**src/asd_map.svh**
```systemverilog
// Register indices, field positions, reset values and scale constants
`ifndef ASD_MAP_SVH
`define ASD_MAP_SVH

// Register word indices; byte address is four times the index
`define ASD_IDX_ODD_FIRST 7'h67
`define ASD_IDX_ODD_SECOND 7'h68
`define ASD_IDX_EVEN_FIRST 7'h69
`define ASD_IDX_EVEN_SECOND 7'h6a
`define ASD_IDX_DIAG 7'h6b

// Argument register fields
`define ASD_ARG_MSB 11
`define ASD_ARG_RESET 12'h000
`define ASD_EN_BIT 15
`define ASD_EN_RESET 1'b0

// Diagnostic configuration fields
`define ASD_DIAG_RESET 16'h0000
`define ASD_LEVEL_MSB 15
`define ASD_LEVEL_LSB 12
`define ASD_POL_BIT 11
`define ASD_BUS_BIT 10
`define ASD_PAIR_BIT 9
`define ASD_MUXEN_BIT 8
`define ASD_SEL2_MSB 7
`define ASD_SEL2_LSB 4
`define ASD_SEL1_MSB 3
`define ASD_SEL1_LSB 0

// Scan configuration code of an on-demand calibration scan
`define ASD_SCAN_CAL 3'h3

// Test current step sizes in nA
`define ASD_CELL_LSB_NA 17'd6250
`define ASD_HV_LSB_NA 17'd3125

`endif

```
**src/asd_pkg.sv**
```systemverilog
// Types shared by the self-test and diagnostic configuration block
package asd_pkg;
	typedef logic [11:0] asd_word_t;
	typedef logic [16:0] asd_na_t;
	typedef enum logic [2:0] {
		ASD_SEL_NONE,
		ASD_SEL_ODD_FIRST,
		ASD_SEL_ODD_SECOND,
		ASD_SEL_EVEN_FIRST,
		ASD_SEL_EVEN_SECOND,
		ASD_SEL_DIAG
	} asd_reg_sel_t;
endpackage

```
**src/asd_arg_sub.sv**
```systemverilog
// Replaces converter results by stored test arguments for the ALU
`timescale 1ns/1ps
`default_nettype none
module asd_arg_sub (
	// System
	input wire logic clk_i,
	input wire logic rst_i,
	// Mode
	input wire logic active_i,
	input wire logic oversample_i,
	// Converter result
	input wire logic conv_valid_i,
	input wire asd_pkg::asd_word_t conv_data_i,
	input wire logic sample_odd_i,
	input wire logic conv_second_i,
	// Stored arguments
	input wire asd_pkg::asd_word_t odd_first_i,
	input wire asd_pkg::asd_word_t odd_second_i,
	input wire asd_pkg::asd_word_t even_first_i,
	input wire asd_pkg::asd_word_t even_second_i,
	// ALU feed
	output logic alu_valid_o,
	output asd_pkg::asd_word_t alu_data_o,
	output logic alu_test_data_o,
	output logic alu_cal_bypass_o
);
	import asd_pkg::*;

	logic use_odd;
	logic use_even;
	logic use_arg;
	asd_word_t odd_arg;
	asd_word_t even_arg;
	asd_word_t next_data;

	// Even samples only exist as a pair under oversampling
	assign use_odd = active_i && sample_odd_i;
	assign use_even = active_i && !sample_odd_i && oversample_i;
	assign use_arg = use_odd || use_even;
	assign odd_arg = conv_second_i ? odd_second_i : odd_first_i;
	assign even_arg = conv_second_i ? even_second_i : even_first_i;
	assign next_data = use_odd ? odd_arg : (use_even ? even_arg : conv_data_i);

	always_ff @(posedge clk_i) begin
		if (rst_i) begin
			alu_valid_o <= 1'b0;
			alu_data_o <= '0;
			alu_test_data_o <= 1'b0;
			alu_cal_bypass_o <= 1'b0;
		end else begin
			alu_valid_o <= conv_valid_i;
			alu_data_o <= next_data;
			alu_test_data_o <= use_arg;
			// Whole scan in test mode runs with unity gain and zero offset
			alu_cal_bypass_o <= active_i;
		end
	end
endmodule
`default_nettype wire

```
**src/asd_current_scale.sv**
```systemverilog
// Converts the test current level code into source currents in nA
`timescale 1ns/1ps
`default_nettype none
`include "asd_map.svh"
module asd_current_scale (
	// System
	input wire logic clk_i,
	input wire logic rst_i,
	// Level code
	input wire logic [3:0] level_i,
	// Currents
	output asd_pkg::asd_na_t cell_aux_na_o,
	output asd_pkg::asd_na_t hv_mux_na_o
);
	import asd_pkg::*;

	asd_na_t steps;

	// Code 0 is already one step
	assign steps = {13'h0000, level_i} + 17'd1;

	always_ff @(posedge clk_i) begin
		if (rst_i) begin
			cell_aux_na_o <= `ASD_CELL_LSB_NA;
			hv_mux_na_o <= `ASD_HV_LSB_NA;
		end else begin
			cell_aux_na_o <= steps * `ASD_CELL_LSB_NA;
			hv_mux_na_o <= steps * `ASD_HV_LSB_NA;
		end
	end
endmodule
`default_nettype wire

```
**src/asd_top.sv**
```systemverilog
// Wishbone register file for ALU self-test arguments and diagnostic setup
//
// Chosen here: register access over Wishbone.
`timescale 1ns/1ps
`default_nettype none
`include "asd_map.svh"
module asd_top #(
	parameter int ADDR_W = 10
) (
	// System
	input wire logic clk_i,
	input wire logic rst_i,
	// Wishbone slave
	input wire logic wb_cyc_i,
	input wire logic wb_stb_i,
	input wire logic wb_we_i,
	input wire logic [ADDR_W-1:0] wb_adr_i,
	input wire logic [3:0] wb_sel_i,
	input wire logic [31:0] wb_dat_i,
	output logic [31:0] wb_dat_o,
	output logic wb_ack_o,
	// Scan context
	input wire logic [2:0] scan_cfg_i,
	input wire logic auto_balance_i,
	input wire logic oversample_i,
	// Converter results
	input wire logic conv_valid_i,
	input wire asd_pkg::asd_word_t conv_data_i,
	input wire logic sample_odd_i,
	input wire logic conv_second_i,
	// ALU feed
	output logic alu_valid_o,
	output asd_pkg::asd_word_t alu_data_o,
	output logic alu_test_data_o,
	output logic alu_cal_bypass_o,
	// Diagnostic configuration
	output logic [3:0] test_current_level_o,
	output logic test_current_polarity_o,
	output logic mux_test_output_select_o,
	output logic mux_test_pair_mode_o,
	output logic mux_test_current_enable_o,
	output logic [3:0] diag_measure_select_one_o,
	output logic [3:0] diag_measure_select_two_o,
	// Test source currents
	output asd_pkg::asd_na_t cell_aux_current_na_o,
	output asd_pkg::asd_na_t hv_mux_current_na_o
);
	import asd_pkg::*;

	localparam int IDX_W = ADDR_W - 2;

	// Byte-lane merge of a 16-bit register with the low two lanes of a write
	function automatic logic [15:0] asd_merge(
		input logic [15:0] old,
		input logic [15:0] wdat,
		input logic [1:0] sel
	);
		logic [15:0] res;
		res = old;
		if (sel[0]) begin
			res[7:0] = wdat[7:0];
		end
		if (sel[1]) begin
			res[15:8] = wdat[15:8];
		end
		return res;
	endfunction

	// Index 0 odd first, 1 odd second, 2 even first, 3 even second
	asd_word_t arg [0:3];
	logic arith_selftest_enable;
	logic [15:0] diag_config;

	logic [IDX_W-1:0] idx;
	asd_reg_sel_t reg_sel;
	logic req;
	logic wr;
	logic [15:0] cur_val;
	logic [15:0] merged;
	logic selftest_active;

	assign idx = wb_adr_i[ADDR_W-1:2];
	// One wait state: ack follows the request edge, then drops
	assign req = wb_cyc_i && wb_stb_i && !wb_ack_o;
	assign wr = req && wb_we_i;

	always_comb begin
		if (idx == IDX_W'(`ASD_IDX_ODD_FIRST)) begin
			reg_sel = ASD_SEL_ODD_FIRST;
		end else if (idx == IDX_W'(`ASD_IDX_ODD_SECOND)) begin
			reg_sel = ASD_SEL_ODD_SECOND;
		end else if (idx == IDX_W'(`ASD_IDX_EVEN_FIRST)) begin
			reg_sel = ASD_SEL_EVEN_FIRST;
		end else if (idx == IDX_W'(`ASD_IDX_EVEN_SECOND)) begin
			reg_sel = ASD_SEL_EVEN_SECOND;
		end else if (idx == IDX_W'(`ASD_IDX_DIAG)) begin
			reg_sel = ASD_SEL_DIAG;
		end else begin
			reg_sel = ASD_SEL_NONE;
		end
	end

	// Readback; unused argument bits are zero
	always_comb begin
		case (reg_sel)
			ASD_SEL_ODD_FIRST: cur_val = {arith_selftest_enable, 3'h0, arg[0]};
			ASD_SEL_ODD_SECOND: cur_val = {4'h0, arg[1]};
			ASD_SEL_EVEN_FIRST: cur_val = {4'h0, arg[2]};
			ASD_SEL_EVEN_SECOND: cur_val = {4'h0, arg[3]};
			ASD_SEL_DIAG: cur_val = diag_config;
			default: cur_val = 16'h0000;
		endcase
	end

	assign merged = asd_merge(cur_val, wb_dat_i[15:0], wb_sel_i[1:0]);

	// Bus answer; unmapped words ack with zero and ignore writes
	always_ff @(posedge clk_i) begin
		if (rst_i) begin
			wb_ack_o <= 1'b0;
			wb_dat_o <= 32'h00000000;
		end else begin
			wb_ack_o <= req;
			if (req) begin
				wb_dat_o <= {16'h0000, cur_val};
			end
		end
	end

	genvar g;
	generate
		for (g = 0; g < 4; g = g + 1) begin : gen_arg
			always_ff @(posedge clk_i) begin
				if (rst_i) begin
					arg[g] <= `ASD_ARG_RESET;
				end else if (wr && reg_sel == asd_reg_sel_t'(g + 1)) begin
					// Bits 15:12 are dropped here
					arg[g] <= merged[`ASD_ARG_MSB:0];
				end
			end
		end
	endgenerate

	always_ff @(posedge clk_i) begin
		if (rst_i) begin
			arith_selftest_enable <= `ASD_EN_RESET;
		end else if (wr && reg_sel == ASD_SEL_ODD_FIRST) begin
			arith_selftest_enable <= merged[`ASD_EN_BIT];
		end
	end

	always_ff @(posedge clk_i) begin
		if (rst_i) begin
			diag_config <= `ASD_DIAG_RESET;
		end else if (wr && reg_sel == ASD_SEL_DIAG) begin
			diag_config <= merged;
		end
	end

	// Calibration scans keep real data so coefficients are never learnt from test words
	assign selftest_active = arith_selftest_enable && (scan_cfg_i != `ASD_SCAN_CAL)
		&& !auto_balance_i;

	assign test_current_level_o = diag_config[`ASD_LEVEL_MSB:`ASD_LEVEL_LSB];
	assign test_current_polarity_o = diag_config[`ASD_POL_BIT];
	assign mux_test_output_select_o = diag_config[`ASD_BUS_BIT];
	assign mux_test_pair_mode_o = diag_config[`ASD_PAIR_BIT];
	assign mux_test_current_enable_o = diag_config[`ASD_MUXEN_BIT];
	assign diag_measure_select_two_o = diag_config[`ASD_SEL2_MSB:`ASD_SEL2_LSB];
	assign diag_measure_select_one_o = diag_config[`ASD_SEL1_MSB:`ASD_SEL1_LSB];

	asd_arg_sub u_arg_sub (
		.clk_i(clk_i),
		.rst_i(rst_i),
		.active_i(selftest_active),
		.oversample_i(oversample_i),
		.conv_valid_i(conv_valid_i),
		.conv_data_i(conv_data_i),
		.sample_odd_i(sample_odd_i),
		.conv_second_i(conv_second_i),
		.odd_first_i(arg[0]),
		.odd_second_i(arg[1]),
		.even_first_i(arg[2]),
		.even_second_i(arg[3]),
		.alu_valid_o(alu_valid_o),
		.alu_data_o(alu_data_o),
		.alu_test_data_o(alu_test_data_o),
		.alu_cal_bypass_o(alu_cal_bypass_o)
	);

	asd_current_scale u_current_scale (
		.clk_i(clk_i),
		.rst_i(rst_i),
		.level_i(diag_config[`ASD_LEVEL_MSB:`ASD_LEVEL_LSB]),
		.cell_aux_na_o(cell_aux_current_na_o),
		.hv_mux_na_o(hv_mux_current_na_o)
	);
endmodule
`default_nettype wire

```
**config.mk**
```make
export PLATFORM = sky130hd
export DESIGN_NAME = asd_top
export DESIGN_NICKNAME = d
export VERILOG_FILES = /design/src/asd_pkg.sv /design/src/asd_arg_sub.sv /design/src/asd_current_scale.sv /design/src/asd_top.sv
export VERILOG_INCLUDE_DIRS = /design/src /design/src/src
export SDC_FILE = /design/constraint.sdc
export NUM_CORES = 1
export LEC_CHECK = 0
export ABC_AREA = 1
export BUFFER_PORTS_ARGS = -buffer_cell sky130_fd_sc_hd__buf_2
export CAP_MARGIN = 20
export CORE_MARGIN = 5
export CORE_UTILIZATION = 41
export DETAILED_ROUTE_END_ITERATION = 7
export PLACE_DENSITY = 0.6
export SLEW_MARGIN = 20
export SYNTH_ARGS = -nofsm -noshare
export SYNTH_HDL_FRONTEND = slang
export SYNTH_SLANG_ARGS = --single-unit
```
**constraint.sdc**
```tcl
create_clock -name clk_i -period 8.59 [get_ports clk_i]
set_clock_uncertainty 0.05 [all_clocks]
set_input_delay 1.2885 -clock clk_i [delete_from_list [all_inputs] [get_ports clk_i]]
set_output_delay 1.2885 -clock clk_i [all_outputs]
set_load 0.1 [all_outputs]
```
; ---- After elaboration in Yosys (flattened, before gate mapping)
; Memories as Yosys holds them, arrays and structs flattened.
; Index checks and enable logic that the tools add are counted.
[word_totals]
rom_bits = 0
latchBits = 0
ramBits = 48
output_inout_bits = 98
elab_cells = 77
n_memories = 1
register_bits = 83
[classes]
shift = 0
n_mux = 30
n_eq_ne = 11
mul = 2
n_div = 0
bitwise_logic = 4
order_cmp = 0
n_addsub = 1
n_reduce_logical = 17
[memory_table]
columns = name, depth, width, read_ports, rd_clocked_by_memory_dff, wr, line_no
row1 = arg, 4, 12, 4, 0, 4, asd_top.sv:70  ; asd_word_t arg [0:3];
[ops]
columns = operator, n
row1 = $mux 12, 8
row2 = $pmux 16 s5, 1
row3 = $eq 8x7->1 const B, 5
row4 = $mul 17x12->16 const B, 1
row5 = $mul 17x12->17 const B, 1
row6 = $mux 8, 2
row7 = $mux 3, 5
row8 = $mux 1, 14
row9 = $logic_and 1x1->1, 13
row10 = $eq 3x2->1 const B, 2
row11 = $eq 3x3->1 const B, 2
row12 = $add 4x1->5 const B, 1
row13 = $or 1x1->1, 4
row14 = $eq 3x1->1 const B, 1
row15 = $logic_not 1->1, 3
row16 = $ne 3x2->1 const B, 1
row17 = $logic_or 1x1->1, 1

; ---- Depth between registers and ports, before layout
[depth]
word_depth = 12
ltp_mapped = 18

; ---- By module
; A second synthesis with hierarchy kept.
[unflattened]
cells_unflattened = 870
hier_area_um2 = 6770.2
[modules_own_cells]
columns = mod, area_each_um2, seq_area_each_um2, n_inst, cells_each
row1 = asd_top, 4172.8, 2122.0, 1, 477
row2 = asd_current_scale, 1614.0, 340.3, 1, 228
row3 = asd_arg_sub, 983.4, 300.3, 1, 165

; ---- Least setup slack after synthesis
; Ideal clock, no wire load.
[synth_timing]
path_type = register to register
startpoint = register diag_config[12]
endpoint = register u_current_scale.hv_mux_na_o[10]
path_buffers = 0
arrival_ns = 3.580
synth_period_minus_slack_ns = 3.753
slack_ns = 4.837
setup_time_ns = 0.123
path_stages_with_launch = 14
cell_sequence = dfxtp_1 -> ha_1 -> xor2_1 -> ha_1 -> xor2_1 -> ha_1 -> ha_1 -> ha_1 -> nand3_1 -> nand2_1 -> a21oi_1 -> o21ai_0 -> a21oi_1 -> o21ai_0
[synth_between]
elab_chain_len = 2
[synth_rtl]
columns = item, line_no
row1 = from (decl), asd_top.sv:72  ; logic [15:0] diag_config;
row2 = from (signal assigned), asd_top.sv:154  ; diag_config <= `ASD_DIAG_RESET;
row3 = from (signal assigned), asd_top.sv:156  ; diag_config <= merged;
row4 = $add 4x1->5, asd_current_scale.sv:20  ; assign steps = {13'h0000, level_i} + 17'd1;
row5 = $mul 17x12->17 (no line), -
row6 = to (signal assigned), asd_current_scale.sv:25  ; hv_mux_na_o <= `ASD_HV_LSB_NA;
row7 = to (signal assigned), asd_current_scale.sv:28  ; hv_mux_na_o <= steps * `ASD_HV_LSB_NA;
row8 = to (decl), asd_current_scale.sv:13  ; output asd_pkg::asd_na_t hv_mux_na_o
; Every way passes these cells.
; A chain may end at the register's enable or synchronous reset.

; ---- Worst setup path in the final report
; Same ends and word-level chain as after synthesis.

==> results.cfg <==
[worst_setup_path]
crit_fanout = 9
max_stage_delay_ns = 0.55
arrival_ns = 3.78
cp_slowest_cell = dfxtp_1
crit_family = adder cells
path_buf_inv = 0
cp.required_ns = 8.84
crit_path_start_kind = flip-flop
crit_top_cell = ha_1
critPathKind = reg -> reg
cp_cell_sequence = ha_1 -> xor2_1 -> ha_1 -> xor2_1 -> ha_1 -> ha_1 -> ha_1 -> nand3_1 -> nand2_1 -> a21oi_1 -> o21ai_0 -> a21oi_1 -> o21ai_0
crit_path_end_kind = flip-flop

[detailed_routing]
routed_wl_um = 18500
wl_per_cell_um = 16.0
drc = 0
via_count = 5778
drt_iter0_drc = 434
drtPass1Iterations = 5
vias_per_cell = 5.00
antenna_left = 0

[synthesis]
synthDistinctLibCells = 42
synth.top_cells.by_area = edfxtp_1 (22%), dfxtp_1 (20%), nand2_1 (10%), nand3_1 (6.2%), ha_1 (5.8%)
synthArstFlopShare = 0
synth.most_common_cell = nand2_1
synthTopCellsByCount = nand2_1 (175), nand3_1 (81), nor2_1 (74)
synth_seq_area_share = 0.424
avgSynthCellArea_um2 = 7.89
synth_edf_count = 48
synth_ff_type = dfxtp_1
yosys_warnings = 0
synth_area_leader_cell = edfxtp_1
netlist.area_leader.share = 0.221
ys_seq_elements = 114
syn_area_um2 = 6520
synthCells = 826

[timing]
fmax_mhz = 283
hold_viol = 0
min_period_ns = 3.53
tightest_slew_ns = 0.879
tns_ns = 0
setup_viol = 0
slew_headroom = 0.412
slew_violations = 0
period_share = 0.411
rsz0062_at_grt = false

[floorplanning]
fp.dieArea_um2 = 18500
die_w_um = 136
initial_core_util = 0.415
rows = 46
core_um2 = 15700
die-height_um = 136
io_pins = 169

[outcome]
status = finished, final reports clean

[final_layout]
area_growth_pct = 18.3
n_antenna_cell = 0
final_core_util = 0.491
layout-drive-gt1-share = 0.232
nNetsFinal = 1029

[pwr]
switchingPower_w = 0.000391
peakVddDrop_mv = 0.138
power_density_nw_per_um2 = 195
swShare = 0.259
p_comb_frac = 0.108
p_seq_frac = 0.389
power_frac_clock = 0.504
power.internal_w = 0.00112
power_leakage_nw = 3.83

[grt]
grt_pass1_vias = 5322
antenna_found_initial = 0
gr-total-overflow = 0
grt.total_usage = 0.202
grt_pass1_wl_um = 28500
grt_max_degree = 54

[clocking]
clock_path_buffers = 2
cts.sinks = 114
cts_setup_buffers = 0
cts_resized = 0
cts_tree = done
clk_pin_slew_ns = 0.05
clk_latency_ns = 0.42
cts-hold-fix-buffers = 0
cts_buffers = 17
cts_max_level = 4
cts_root_buf = clkbuf_16

[place]
place_hpwl_um = 12300
io_buffers = 131
gp_congestion = 0.831

[hold_path]
hold_class = reg -> reg

[flow_run]
cap_violations = 0
[power by group through the flow]
stage / Combinational, W / Sequential, W / Clock, W
6_report: 0.000162 / 0.000586 / 0.000758
5_1_grt: 0.000172 / 0.000587 / 0.000795
4_1_cts: 0.000162 / 0.000585 / 0.000768
3_5_place_dp: 0.000162 / 0.000597 / 0
3_3_place_gp: 0.000161 / 0.000596 / 0
2_1_floorplan: 0.0000885 / 0.000640 / 0
[tightest hold or removal path, stage by stage, from the launching register on]
cell     delay (ns)
dfxtp_1        0.31
nand2_1        0.06
a21oi_1        0.06
[area by class of cell]
cell class                 instances  area (um2)
sequential                       114        2760
clock buffer                      19         433
inverter                          77         289
tap                              216         270
clock inverter                    13         190
multi-input combinational        581        3070
timing repair buffer             136         693
fill                            1561        8000
[registers in the layout, indices dropped and copies added, names as in the netlist]
name / flops
u_arg_sub.alu_data_o: 12
arg: 48
u_arg_sub.alu_cal_bypass_o: 1
wb_ack_o: 1
arith_selftest_enable: 1
u_arg_sub.alu_valid_o: 1
u_arg_sub.alu_test_data_o: 1
wb_dat_o: 16
diag_config: 16
u_current_scale.hv_mux_na_o: 17
[cell families (layout without fill, tap and decap cells)]
logic type | count (synthesis) | after routing | synth area share
mux | 6 | 6 | 0.00921
fa+ha+maj | 31 | 31 | 0.0607
buf+inv | 148 | 245 | 0.115
flops | 114 | 114 | 0.424
simple gates | 385 | 385 | 0.269
xor+xnor | 7 | 7 | 0.00941
other cells | 1 | 18 | 0.000575
compound gates | 134 | 134 | 0.113
[per-layer routing]
metal  part of all wire  GRT usage  up-vias  wire, um
li1                   -          -     2881         -
met1               0.43      0.270     2678      8000
met2               0.48      0.327      202      8840
met3              0.073     0.0440       17      1350
met4              0.016     0.0661        0       292
met5                  0          0        -         0
[stage by stage]
stage	std cells	cell area, um2	hold WS (ns)	power [W]	setup slack [ns]
2_1_floorplan	843	6580	0.429	0.000728	4.84
3_3_place_gp	1124	7090	0.407	0.000758	4.72
3_5_place_dp	1124	7090	0.413	0.000758	4.70
4_1_cts	1156	7710	0.421	0.00152	5.03
5_1_grt	1156	7710	0.460	0.00155	4.81
6_report	1156	7710	0.421	0.00151	5.06
[final timing paths]
path	from	endpoint	slack [ns]	depth (start not counted)
setup reg to reg	diag_config[12]	u_current_scale.hv_mux_na_o[10]	5.06	13
hold / removal	wb_dat_o[12]	wb_dat_o[12]	0.42	2
setup / recovery	diag_config[12]	u_current_scale.hv_mux_na_o[10]	5.06	13
hold reg to reg	wb_dat_o[12]	wb_dat_o[12]	0.42	2
[cell usage in the layout (no fill, tap or decap), drive strengths merged]
master / instances
buf: 136
o21ai: 41
nand4: 5
xor2: 5
bufinv: 5
o21a: 3
a21o: 1
fa: 1
clkinv: 7
o211ai: 11
clkbuf: 19
xnor2: 2
nor3: 2
or2: 13
o31ai: 1
nand2: 198
clkinvlp: 2
dfxtp: 66
mux2i: 6
nor2: 83
inv: 76
conb: 18
a31oi: 7
o21bai: 1
a21oi: 69
edfxtp: 48
nand3b: 2
nand3: 82
ha: 30
No activity file was read; power rests on OpenSTA's default activity.
